**src/hdl/erfs_pkg.sv**
```systemverilog
// Purpose: Shared constants, types and CRC step for the receive filter
// Assumes: 32-bit APB register words at byte offsets below
// Notes: Frame byte counts include destination address through FCS
package erfs_pkg;

	// ---------------------------------------------------------------
	// Register offsets
	// ---------------------------------------------------------------
	localparam logic [7:0] OFF_MODE = 8'h00;
	localparam logic [7:0] OFF_FEATURE = 8'h04;
	localparam logic [7:0] OFF_FIFO_THR = 8'h08;
	localparam logic [7:0] OFF_TEST = 8'h0c;
	localparam logic [7:0] OFF_DUPLEX = 8'h10;
	localparam logic [7:0] OFF_STYLE = 8'h14;
	localparam logic [7:0] OFF_STA_LO = 8'h18;
	localparam logic [7:0] OFF_STA_HI = 8'h1c;
	localparam logic [7:0] OFF_HASH_LO = 8'h20;
	localparam logic [7:0] OFF_HASH_HI = 8'h24;
	localparam logic [7:0] OFF_DESC = 8'h28;

	// ---------------------------------------------------------------
	// Field positions
	// ---------------------------------------------------------------
	localparam int MODE_DUA_BIT = 13;
	localparam int MODE_DBA_BIT = 14;
	localparam int MODE_PROMISCUOUS_ENABLE_BIT = 15;
	localparam int FEAT_STRIP_BIT = 0;
	localparam int FEAT_EXTERNAL_ADDRESS_DETECT_PORT_BIT = 1;
	localparam int THR_WM_LSB = 12;
	localparam int TEST_RPA_BIT = 3;
	localparam int DUP_FD_BIT = 0;
	localparam int DUP_FULL_DUPLEX_RUNT_ACCEPT_DISABLE_BIT = 2;
	localparam int DESC_ERR_BIT = 30;
	localparam int DESC_CRC_BIT = 27;
	localparam int DESC_PAM_BIT = 22;
	localparam int DESC_HASH_MATCH_FLAG_BIT = 21;
	localparam int DESC_BAM_BIT = 20;

	// ---------------------------------------------------------------
	// Reset values
	// ---------------------------------------------------------------
	localparam logic [1:0] WM_RST = 2'h1;
	localparam logic [7:0] STYLE_RST = 8'h00;

	// ---------------------------------------------------------------
	// Frame constants
	// ---------------------------------------------------------------
	localparam logic [3:0] SFD_NIBBLE = 4'hd;
	localparam logic [10:0] MIN_FRAME = 11'h040;
	localparam logic [10:0] SLOT_BYTES = 11'h040;
	localparam logic [10:0] EXTERNAL_ADDRESS_DETECT_PORT_WINDOW = 11'h040;
	localparam logic [10:0] HDR_BYTES = 11'h00e;
	localparam logic [10:0] DA_LAST = 11'h005;
	localparam logic [10:0] LEN_HI_IDX = 11'h00c;
	localparam logic [10:0] LEN_LO_IDX = 11'h00d;
	localparam logic [10:0] FCS_BYTES = 11'h004;
	localparam logic [15:0] LEN_STRIP = 16'h002e;
	localparam logic [7:0] STYLE_32A = 8'h02;
	localparam logic [7:0] STYLE_32B = 8'h03;
	localparam logic [10:0] WM_00 = 11'h010;
	localparam logic [10:0] WM_01 = 11'h040;
	localparam logic [10:0] WM_10 = 11'h080;
	localparam logic [10:0] WM_11 = 11'h100;
	localparam logic [31:0] CRC_INIT = 32'hffffffff;
	localparam logic [31:0] CRC_POLY = 32'hedb88320;
	localparam logic [31:0] CRC_RESIDUE = 32'hdebb20e3;

	typedef enum logic [2:0] {ST_IDLE, ST_PRE, ST_DATA, ST_FLUSH, ST_DONE} erfs_state_t;

	// One byte of the reflected CRC-32, least significant bit first
	function automatic logic [31:0] erfs_crc_byte(input logic [31:0] c, input logic [7:0] d);
		logic [31:0] r;
		r = c;
		for (int i = 0; i < 8; i++) begin
			r = (r[0] ^ d[i]) ? ((r >> 1) ^ CRC_POLY) : (r >> 1);
		end
		return r;
	endfunction : erfs_crc_byte

endpackage : erfs_pkg

```
**src/hdl/erfs_rx_filter.sv**
```systemverilog
// Purpose: Receive classification, address filter, pad strip and FCS check
// Assumes: Nibble link sampled on CLK; receive FIFO deletes frames not kept
// Notes: Data bytes leave four bytes late so that FCS can be dropped
//
// Overview of operation
// First DA bit 0 means unicast, 1 multicast; all-ones DA is broadcast.
// Unicast accepted only on exact match with the 6-byte station address.
// First received DA byte matches address bits 7:0, sixth bits 47:40.
// Disable-unicast bit rejects unicast frames unless promiscuous.
// Multicast passes through hash filter; all-zero filter passes only broadcast.
// Broadcast accepted unless disable-broadcast set and hash filter misses.
// Promiscuous accepts every frame, overriding both disable bits.
// Descriptor bits 22, 21, 20 record station, hash, broadcast match.
// Match flags appear only for descriptor style 2 or 3.
// Broadcast sets only broadcast flag, or hash flag when disable-broadcast set.
// External detect: accept unmatched frame unless reject pin low in 64 bytes.
// DMA request starts at receive watermark; watermark resets to 64 bytes.
// Pad strip enabled strips frames with length below 46, others unchanged.
// Pad stripped before FIFO; stripped frames also lose their FCS.
// FCS checked over whole stream including pad; mismatch flagged in descriptor.
// Frames colliding within first 512 bit times are deleted automatically; the code only does so in half duplex and ignores COL in full duplex.
// Runts deleted in half duplex without runt accept, or full duplex with disable.
// Runt deletion applies whether frame is alone or queued behind others.
// Full duplex requests DMA at watermark or on a complete valid frame.
// Receive FCS is the IEEE 802.3 CRC-32 over DA through pad and FCS.
`timescale 1ns/1ps
module erfs_rx_filter (
	// Clock and reset
	input wire logic CLK,
	input wire logic RESETN,
	// APB register slave
	input wire logic PSEL,
	input wire logic PENABLE,
	input wire logic PWRITE,
	input wire logic [7:0] PADDR,
	input wire logic [31:0] PWDATA,
	output logic [31:0] PRDATA,
	output logic PREADY,
	output logic PSLVERR,
	// Link from the transceiver
	input wire logic RX_CLK,
	input wire logic RX_DV,
	input wire logic [3:0] RXD,
	input wire logic COL,
	input wire logic EAR_N,
	// Receive FIFO side
	output logic OUT_VALID,
	output logic [7:0] OUT_DATA,
	output logic FRAME_DONE,
	output logic FRAME_KEEP,
	output logic [31:0] DESC_WORD,
	output logic DMA_REQ
);

	// ---------------------------------------------------------------
	// Register state
	// ---------------------------------------------------------------
	logic promiscuous_enable, dba, dua, strip_en, external_address_detect_port_en, runt_accept, fd, full_duplex_runt_accept_disable;
	logic next_promiscuous_enable, next_dba, next_dua, next_strip_en, next_external_address_detect_port_en;
	logic next_rpa, next_fd, next_full_duplex_runt_accept_disable;
	logic [1:0] wm_sel, next_wm_sel;
	logic [7:0] style, next_style;
	logic [47:0] sta, next_sta;
	logic [63:0] hash, next_hash;
	logic pready, next_pready, pslverr, next_pslverr;
	logic [31:0] prdata, next_prdata, rd;
	logic err;

	// ---------------------------------------------------------------
	// Receive state
	// ---------------------------------------------------------------
	logic [7:0] s1, s2;
	logic rxc_d;
	erfs_pkg::erfs_state_t st, next_st;
	logic half, next_half;
	logic [3:0] lo, next_lo;
	logic [10:0] cnt, next_cnt;
	logic [3:0][7:0] dly, next_dly;
	logic [31:0] crc, next_crc;
	logic [47:0] da, next_da;
	logic [15:0] len, next_len;
	logic strip, next_strip, dec, next_dec;
	logic station_match_flag, hash_match_flag, broadcast_match_flag, next_pam, next_hash_match_flag, next_bam;
	logic coll, next_coll, ear_rej, next_ear_rej;
	logic [2:0] fk, next_fk;
	logic ov, next_ov, done, next_done, keep, next_keep, dma, next_dma;
	logic [7:0] od, next_od;
	logic [31:0] desc, next_desc;

	// Synchronised link signals
	logic rise, dv, col_s, ear_s;
	logic [3:0] nib;
	assign rise = s2[7] & ~rxc_d;
	assign dv = s2[6];
	assign col_s = s2[5];
	assign ear_s = s2[4];
	assign nib = s2[3:0];

	// ---------------------------------------------------------------
	// APB decode and register writes
	// ---------------------------------------------------------------
	always_comb begin
		next_promiscuous_enable = promiscuous_enable;
		next_dba = dba;
		next_dua = dua;
		next_strip_en = strip_en;
		next_external_address_detect_port_en = external_address_detect_port_en;
		next_rpa = runt_accept;
		next_fd = fd;
		next_full_duplex_runt_accept_disable = full_duplex_runt_accept_disable;
		next_wm_sel = wm_sel;
		next_style = style;
		next_sta = sta;
		next_hash = hash;
		next_prdata = prdata;
		next_pslverr = 1'b0;
		rd = 32'h00000000;
		err = (PADDR[1:0] != 2'h0);
		// Read mux
		case (PADDR)
			erfs_pkg::OFF_MODE: begin
				rd[erfs_pkg::MODE_DUA_BIT] = dua;
				rd[erfs_pkg::MODE_DBA_BIT] = dba;
				rd[erfs_pkg::MODE_PROMISCUOUS_ENABLE_BIT] = promiscuous_enable;
			end
			erfs_pkg::OFF_FEATURE: begin
				rd[erfs_pkg::FEAT_STRIP_BIT] = strip_en;
				rd[erfs_pkg::FEAT_EXTERNAL_ADDRESS_DETECT_PORT_BIT] = external_address_detect_port_en;
			end
			erfs_pkg::OFF_FIFO_THR: rd[erfs_pkg::THR_WM_LSB +: 2] = wm_sel;
			erfs_pkg::OFF_TEST: rd[erfs_pkg::TEST_RPA_BIT] = runt_accept;
			erfs_pkg::OFF_DUPLEX: begin
				rd[erfs_pkg::DUP_FD_BIT] = fd;
				rd[erfs_pkg::DUP_FULL_DUPLEX_RUNT_ACCEPT_DISABLE_BIT] = full_duplex_runt_accept_disable;
			end
			erfs_pkg::OFF_STYLE: rd[7:0] = style;
			erfs_pkg::OFF_STA_LO: rd = sta[31:0];
			erfs_pkg::OFF_STA_HI: rd[15:0] = sta[47:32];
			erfs_pkg::OFF_HASH_LO: rd = hash[31:0];
			erfs_pkg::OFF_HASH_HI: rd = hash[63:32];
			erfs_pkg::OFF_DESC: rd = desc;
			default: err = 1'b1;
		endcase
		// One wait state, answer registered
		next_pready = PSEL & PENABLE & ~pready;
		if (PSEL && PENABLE && !pready) begin
			next_prdata = PWRITE ? 32'h00000000 : rd;
			next_pslverr = err;
		end
		// Write takes effect at the completing edge
		if (PSEL && PENABLE && pready && PWRITE && !pslverr) begin
			case (PADDR)
				erfs_pkg::OFF_MODE: begin
					next_dua = PWDATA[erfs_pkg::MODE_DUA_BIT];
					next_dba = PWDATA[erfs_pkg::MODE_DBA_BIT];
					next_promiscuous_enable = PWDATA[erfs_pkg::MODE_PROMISCUOUS_ENABLE_BIT];
				end
				erfs_pkg::OFF_FEATURE: begin
					next_strip_en = PWDATA[erfs_pkg::FEAT_STRIP_BIT];
					next_external_address_detect_port_en = PWDATA[erfs_pkg::FEAT_EXTERNAL_ADDRESS_DETECT_PORT_BIT];
				end
				erfs_pkg::OFF_FIFO_THR: next_wm_sel = PWDATA[erfs_pkg::THR_WM_LSB +: 2];
				erfs_pkg::OFF_TEST: next_rpa = PWDATA[erfs_pkg::TEST_RPA_BIT];
				erfs_pkg::OFF_DUPLEX: begin
					next_fd = PWDATA[erfs_pkg::DUP_FD_BIT];
					next_full_duplex_runt_accept_disable = PWDATA[erfs_pkg::DUP_FULL_DUPLEX_RUNT_ACCEPT_DISABLE_BIT];
				end
				erfs_pkg::OFF_STYLE: next_style = PWDATA[7:0];
				erfs_pkg::OFF_STA_LO: next_sta[31:0] = PWDATA;
				erfs_pkg::OFF_STA_HI: next_sta[47:32] = PWDATA[15:0];
				erfs_pkg::OFF_HASH_LO: next_hash[31:0] = PWDATA;
				erfs_pkg::OFF_HASH_HI: next_hash[63:32] = PWDATA;
				default: next_promiscuous_enable = promiscuous_enable;
			endcase
		end
	end

	// Register bank flops
	always_ff @(posedge CLK or negedge RESETN) begin
		if (!RESETN) begin
			promiscuous_enable <= 1'b0;
			dba <= 1'b0;
			dua <= 1'b0;
			strip_en <= 1'b0;
			external_address_detect_port_en <= 1'b0;
			runt_accept <= 1'b0;
			fd <= 1'b0;
			full_duplex_runt_accept_disable <= 1'b0;
			wm_sel <= erfs_pkg::WM_RST;
			style <= erfs_pkg::STYLE_RST;
			sta <= 48'h000000000000;
			hash <= 64'h0000000000000000;
			pready <= 1'b0;
			pslverr <= 1'b0;
			prdata <= 32'h00000000;
		end else begin
			promiscuous_enable <= next_promiscuous_enable;
			dba <= next_dba;
			dua <= next_dua;
			strip_en <= next_strip_en;
			external_address_detect_port_en <= next_external_address_detect_port_en;
			runt_accept <= next_rpa;
			fd <= next_fd;
			full_duplex_runt_accept_disable <= next_full_duplex_runt_accept_disable;
			wm_sel <= next_wm_sel;
			style <= next_style;
			sta <= next_sta;
			hash <= next_hash;
			pready <= next_pready;
			pslverr <= next_pslverr;
			prdata <= next_prdata;
		end
	end

	// ---------------------------------------------------------------
	// Link synchroniser and receive engine
	// ---------------------------------------------------------------
	logic [7:0] b;
	logic [47:0] da_full;
	logic [10:0] j, wm, limit;
	logic [2:0] held;
	logic [1:0] di;
	logic bc, mc, sm, hh, accept, runt, flags_on;

	always_comb begin
		next_st = st;
		next_half = half;
		next_lo = lo;
		next_cnt = cnt;
		next_dly = dly;
		next_crc = crc;
		next_da = da;
		next_len = len;
		next_strip = strip;
		next_dec = dec;
		next_pam = station_match_flag;
		next_hash_match_flag = hash_match_flag;
		next_bam = broadcast_match_flag;
		next_coll = coll;
		next_ear_rej = ear_rej;
		next_fk = fk;
		next_ov = 1'b0;
		next_od = od;
		next_done = 1'b0;
		next_keep = keep;
		next_desc = desc;
		next_dma = 1'b0;
		b = {nib, lo};
		da_full = {b, da[47:8]};
		bc = 1'b0;
		mc = 1'b0;
		sm = 1'b0;
		hh = 1'b0;
		j = 11'h000;
		di = 2'h0;
		held = (cnt >= erfs_pkg::FCS_BYTES) ? 3'h4 : cnt[2:0];
		limit = erfs_pkg::HDR_BYTES + len[10:0];
		// Watermark select
		case (wm_sel)
			2'h0: wm = erfs_pkg::WM_00;
			2'h1: wm = erfs_pkg::WM_01;
			2'h2: wm = erfs_pkg::WM_10;
			default: wm = erfs_pkg::WM_11;
		endcase
		accept = station_match_flag | hash_match_flag | broadcast_match_flag | promiscuous_enable | (external_address_detect_port_en & ~ear_rej);
		runt = (cnt < erfs_pkg::MIN_FRAME) & ((~fd & ~runt_accept) | (fd & full_duplex_runt_accept_disable));
		flags_on = (style == erfs_pkg::STYLE_32A) | (style == erfs_pkg::STYLE_32B);
		case (st)
			erfs_pkg::ST_IDLE: begin
				if (rise && dv) begin
					next_st = erfs_pkg::ST_PRE;
					next_cnt = 11'h000;
					next_half = 1'b0;
					next_crc = erfs_pkg::CRC_INIT;
					next_strip = 1'b0;
					next_dec = 1'b0;
					next_pam = 1'b0;
					next_hash_match_flag = 1'b0;
					next_bam = 1'b0;
					next_coll = 1'b0;
					next_ear_rej = 1'b0;
					next_len = 16'hffff;
				end
			end
			erfs_pkg::ST_PRE: begin
				if (rise && !dv) begin
					next_st = erfs_pkg::ST_IDLE;
				end else if (rise && nib == erfs_pkg::SFD_NIBBLE) begin
					next_st = erfs_pkg::ST_DATA;
				end
			end
			erfs_pkg::ST_DATA: begin
				// Early external reject and early collision
				if (!ear_s && external_address_detect_port_en && !promiscuous_enable && cnt < erfs_pkg::EXTERNAL_ADDRESS_DETECT_PORT_WINDOW) begin
					next_ear_rej = 1'b1;
				end
				if (col_s && !fd && cnt < erfs_pkg::SLOT_BYTES) begin
					next_coll = 1'b1;
				end
				// DMA request once watermark reached on a passing frame
				next_dma = dec & accept & ~coll & (cnt >= wm)
					& (fd | runt_accept | cnt >= erfs_pkg::MIN_FRAME);
				if (rise && !dv) begin
					next_st = erfs_pkg::ST_FLUSH;
					next_fk = 3'h0;
				end else if (rise && !half) begin
					next_lo = nib;
					next_half = 1'b1;
				end else if (rise) begin
					next_half = 1'b0;
					next_crc = erfs_pkg::erfs_crc_byte(crc, b);
					next_dly = {dly[2:0], b};
					next_cnt = cnt + 11'h001;
					if (cnt <= erfs_pkg::DA_LAST) begin
						next_da = da_full;
					end
					if (cnt == erfs_pkg::DA_LAST) begin
						mc = da_full[0];
						bc = &da_full;
						sm = ~mc & (da_full == sta);
						hh = hash[next_crc[5:0]];
						next_dec = 1'b1;
						next_pam = sm & ~dua;
						next_hash_match_flag = mc & hh & (~bc | dba);
						next_bam = bc & ~dba;
					end
					if (cnt == erfs_pkg::LEN_HI_IDX) begin
						next_len[15:8] = b;
					end
					if (cnt == erfs_pkg::LEN_LO_IDX) begin
						next_len[7:0] = b;
						next_strip = strip_en & ({len[15:8], b} < erfs_pkg::LEN_STRIP);
					end
					// Release the byte four behind, dropping pad when stripping
					j = cnt - erfs_pkg::FCS_BYTES;
					if (cnt >= erfs_pkg::FCS_BYTES && (!strip || j < limit)) begin
						next_ov = 1'b1;
						next_od = dly[3];
					end
				end
			end
			erfs_pkg::ST_FLUSH: begin
				// Held tail bytes: FCS kept only when not stripped
				j = cnt - {8'h00, held} + {8'h00, fk};
				di = 2'(held - 3'h1 - fk);
				if (held == 3'h0 || fk == held - 3'h1) begin
					next_st = erfs_pkg::ST_DONE;
				end
				if (held != 3'h0 && (!strip || j < limit)) begin
					next_ov = 1'b1;
					next_od = dly[di];
				end
				next_fk = fk + 3'h1;
			end
			erfs_pkg::ST_DONE: begin
				// Frame verdict and descriptor word
				next_st = erfs_pkg::ST_IDLE;
				next_done = 1'b1;
				next_keep = accept & ~coll & ~runt;
				next_dma = accept & ~coll & ~runt;
				next_desc = 32'h00000000;
				next_desc[10:0] = cnt;
				next_desc[erfs_pkg::DESC_ERR_BIT] = (crc != erfs_pkg::CRC_RESIDUE);
				next_desc[erfs_pkg::DESC_CRC_BIT] = (crc != erfs_pkg::CRC_RESIDUE);
				next_desc[erfs_pkg::DESC_PAM_BIT] = station_match_flag & flags_on;
				next_desc[erfs_pkg::DESC_HASH_MATCH_FLAG_BIT] = hash_match_flag & flags_on;
				next_desc[erfs_pkg::DESC_BAM_BIT] = broadcast_match_flag & flags_on;
			end
			default: next_st = erfs_pkg::ST_IDLE;
		endcase
	end

	// Receive engine flops
	always_ff @(posedge CLK or negedge RESETN) begin
		if (!RESETN) begin
			s1 <= 8'h00;
			s2 <= 8'h00;
			rxc_d <= 1'b0;
			st <= erfs_pkg::ST_IDLE;
			half <= 1'b0;
			lo <= 4'h0;
			cnt <= 11'h000;
			dly <= 32'h00000000;
			crc <= erfs_pkg::CRC_INIT;
			da <= 48'h000000000000;
			len <= 16'hffff;
			strip <= 1'b0;
			dec <= 1'b0;
			station_match_flag <= 1'b0;
			hash_match_flag <= 1'b0;
			broadcast_match_flag <= 1'b0;
			coll <= 1'b0;
			ear_rej <= 1'b0;
			fk <= 3'h0;
			ov <= 1'b0;
			od <= 8'h00;
			done <= 1'b0;
			keep <= 1'b0;
			desc <= 32'h00000000;
			dma <= 1'b0;
		end else begin
			s1 <= {RX_CLK, RX_DV, COL, EAR_N, RXD};
			s2 <= s1;
			rxc_d <= s2[7];
			st <= next_st;
			half <= next_half;
			lo <= next_lo;
			cnt <= next_cnt;
			dly <= next_dly;
			crc <= next_crc;
			da <= next_da;
			len <= next_len;
			strip <= next_strip;
			dec <= next_dec;
			station_match_flag <= next_pam;
			hash_match_flag <= next_hash_match_flag;
			broadcast_match_flag <= next_bam;
			coll <= next_coll;
			ear_rej <= next_ear_rej;
			fk <= next_fk;
			ov <= next_ov;
			od <= next_od;
			done <= next_done;
			keep <= next_keep;
			desc <= next_desc;
			dma <= next_dma;
		end
	end

	// Outputs straight from flops
	assign PRDATA = prdata;
	assign PREADY = pready;
	assign PSLVERR = pslverr;
	assign OUT_VALID = ov;
	assign OUT_DATA = od;
	assign FRAME_DONE = done;
	assign FRAME_KEEP = keep;
	assign DESC_WORD = desc;
	assign DMA_REQ = dma;

endmodule : erfs_rx_filter

```
**config.mk**
```make
export PLATFORM = sky130hd
export DESIGN_NAME = erfs_rx_filter
export DESIGN_NICKNAME = d
export VERILOG_FILES = /design/src/hdl/erfs_pkg.sv /design/src/hdl/erfs_rx_filter.sv
export SDC_FILE = /design/constraint.sdc
export NUM_CORES = 1
export LEC_CHECK = 0
export BUFFER_PORTS_ARGS = -buffer_cell sky130_fd_sc_hd__buf_4
export CORE_UTILIZATION = 40
export CTS_CLUSTER_DIAMETER = 120
export CTS_CLUSTER_SIZE = 40
export DETAILED_ROUTE_END_ITERATION = 6
export PLACE_DENSITY = 0.67
export SLEW_MARGIN = 5
export SYNTH_ARGS = -nofsm -noshare
export SYNTH_HDL_FRONTEND = slang
export SYNTH_SLANG_ARGS = --single-unit
```
**constraint.sdc**
```tcl
create_clock -name CLK -period 11.5 [get_ports CLK]
set_input_delay 0.575 -clock CLK [delete_from_list [all_inputs] [get_ports CLK]]
set_output_delay 0.575 -clock CLK [all_outputs]
set_load 0.02 [all_outputs]
```
==> reports/metrics.csv <==
metric,value,unit
fmax,0.1577,GHz
setup_viol,0,
antenna_cells,0,
cp-end-kind,flip-flop,
grt_pass1_vias,12940,
maxSlewViolCount,0,
die_area,46820,um^2
period_share,0.5513,
drive_gt1_frac,0.2472,
violations,design-rule violations,
reg2reg_setup_slack,5.16,ns
clock_path_buffers,3,
worst_slew_pin_slew,1.227,ns
fillers,4207,
max_stage_delay,0.53,ns
placementRows,78,
syn_to_final_growth,10.46,%
synth_area_per_cell,11.47,um^2
die_h,216.4,um
finalHoldViolCount,0,
worst-r2r-cell-count,24,
dp_hpwl,37360,um
seq_area,8995,um^2
core_area,45380,um^2
maxCapViolCount,0,
clkSinkCount,357,
ys_warn_count,0,
netlist_area,18380,um^2
min_period,6.340,ns
cts_root_buffer,clkbuf_16,
grt_max_degree,110,
worst_path_max_delay_cell,dfrtp_1,
synthFlopType,dfrtp_1,
via_per_inst,5.669,
yosysTopAreaCellShare,0.4193,
rsz0062_at_grt,false,
ctsResizeCount,0,
buffer_ports.inserted,114,
path_max_fanout,9,
path_cells,inv_1 > ha_1 > nand2_1 > or3_1 > nor3b_1 > nand2_1 > xnor2_1 > ha_1 > fa_1 > a21o_1 > a21oi_1 > o21bai_1 > a21o_1 > a21oi_1 > o21bai_1 > xnor2_1 > ha_1 > a21o_1 > a21oi_1 > nor2b_1 > a2111oi_0 > a31oi_1 > o22ai_4 > mux2_2,
firstDrtPassIters,7,
tritoncts,built,
clk_latency,0.56,ns
fin_util,0.4475,
postCtsSetupRepairBufs,0,
crit_type,flip-flop to flip-flop,
ctsHoldBuffers,0,
wl_per_cell,22.44,um
hold_ws,0.06894,ns
status,"complete, but fails checks",
worst_slew_margin_rel,0.1758,
path_clk_slew,0.14,ns
ant_nets,0,
r2r-end,OUT_DATA[5]$_DFFE_PN0P_,
ys_seq_elements,357,
h-tree-depth,1,
final_cell_mix,"dfrtp_1, mux2_2, nand2_1, buf_4, o21ai_0",
die_w,216.4,um
yosysTopAreaCell,dfrtp_1,
ios,131,
grt_pass1_wl,79090,um
drc,3,
synth_edf_count,0,
cts_buffers,14,
gp_congestion,0.9115,
tns,0,ns
nNetsFinal,1798,
final_common_cell,dfrtp_1,
irDropWorstVdd,171.1,uV
ys_seq_area_frac,0.4893,
postSynthCellCount,1602,
r2r_start,cnt[7]$_DFFE_PN0P_,
power.density,206.1,nW/um^2
finClkSkew,0.06018,ns
vias,12970,
start_util,0.4051,
ys_types,71,
wl,51330,um
worstPathArrival,6.77,ns
grt_usage,0.2178,
crit_start,cnt[7]$_DFFE_PN0P_,
overflow,0,
postSynth.asyncResetShare,1.000,
drt_iter0_markers,1136,
start_kind,flip-flop,
antenna_found_initial,1,
p_leak,0.009637,uW
synth_area_leaders,"dfrtp_1, mux2_2, dfstp_2",
multi_input_area,8890,um^2
crit_required,11.93,ns
hold_class,primary input to async pin,
report_power, final:
group | total, uW | leakage, uW | internal (uW) | switching [uW]
registers | 1610 | 0.00475 | 1440 | 170
clock network | 695 | 0.000233 | 263 | 432
logic | 1880 | 0.00466 | 814 | 1070
per-stage QoR:
stage	instance area [um^2]	worst slack (ns)	cells	total power, uW
after floorplan	18440	6.168	1617	3059
after global placement	19820	5.390	2263	3461
after detailed placement	19820	5.223	2263	3504
after CTS	20310	5.164	2287	4208
after global routing	20310	4.550	2287	4424
final	20310	5.160	2287	4185
final cells by class:
cell class                 instances  area share
clock buffer                      19     0.01922
tap                              600     0.03697
inverter                          45    0.008318
multi-input combinational       1127      0.4378
timing repair buffer             134     0.04991
sequential                       357      0.4430
clock inverter                     5    0.004806
cell usage after synthesis, types with 49 or more instances:
cell type and n:
a21oi_1 59, clkbuf_1 58, dfrtp_1 308, dfstp_2 49, ha_1 65, mux2_2 183, nand2_1 155, nor2_1 69
o21ai_0 78, xnor2_1 65, xor2_1 69
critical path: cells and delay by family, from the launching register on:
kind	cells	cell delay (ns)
buf+inv	1	0.19
fa+ha+maj	4	1.25
flops	1	0.53
simple gates	5	1.10
xor+xnor	2	0.36
mux	1	0.38
compound gates	11	2.40
metal layers:
metal	track usage	routed length, um	up-vias
met5	0	0	-
met4	0.05282	1141	0
met3	0.03116	2998	63
met2	0.3472	23910	392
met1	0.3121	23280	6635
li1	-	-	5876
how the worst max path moves through the flow:
| stage | to | cells after the start |
|---|---|---|
| 2_1_floorplan | OUT_DATA[0]$_DFFE_PN0P_ | 24 |
| 3_5_place_dp | OUT_DATA[5]$_DFFE_PN0P_ | 24 |
| 6_report | OUT_DATA[5]$_DFFE_PN0P_ | 24 |
| 4_1_cts | OUT_DATA[5]$_DFFE_PN0P_ | 24 |
| 5_1_grt | OUT_DATA[5]$_DFFE_PN0P_ | 24 |
| 3_3_place_gp | OUT_DATA[1]$_DFFE_PN0P_ | 24 |
state kept, by name, summed over array words and instances, names as in the netlist, 2 cells and up:
register	flops
st	3
DESC_WORD	15
sta	48
s2	8
fk	3
da	40
hash	64
OUT_DATA	8
crc	32
dly	32
s1	8
style	8
PRDATA	32
lo	4
wm_sel	2
len	16
cnt	11
logic make-up after synthesis:
logic type	after synthesis	share of synthesized area
DFF	357	0.4893
and+or+nand+nor	387	0.1011
adders and majority gates	66	0.04533
xor gates and xnor gates	143	0.07535
buffers and inverters	133	0.03342
AOI/OAI and AO/OA	294	0.1086
other	1	0.0002040
muxes	221	0.1467
(Power assumes the default switching activity.)
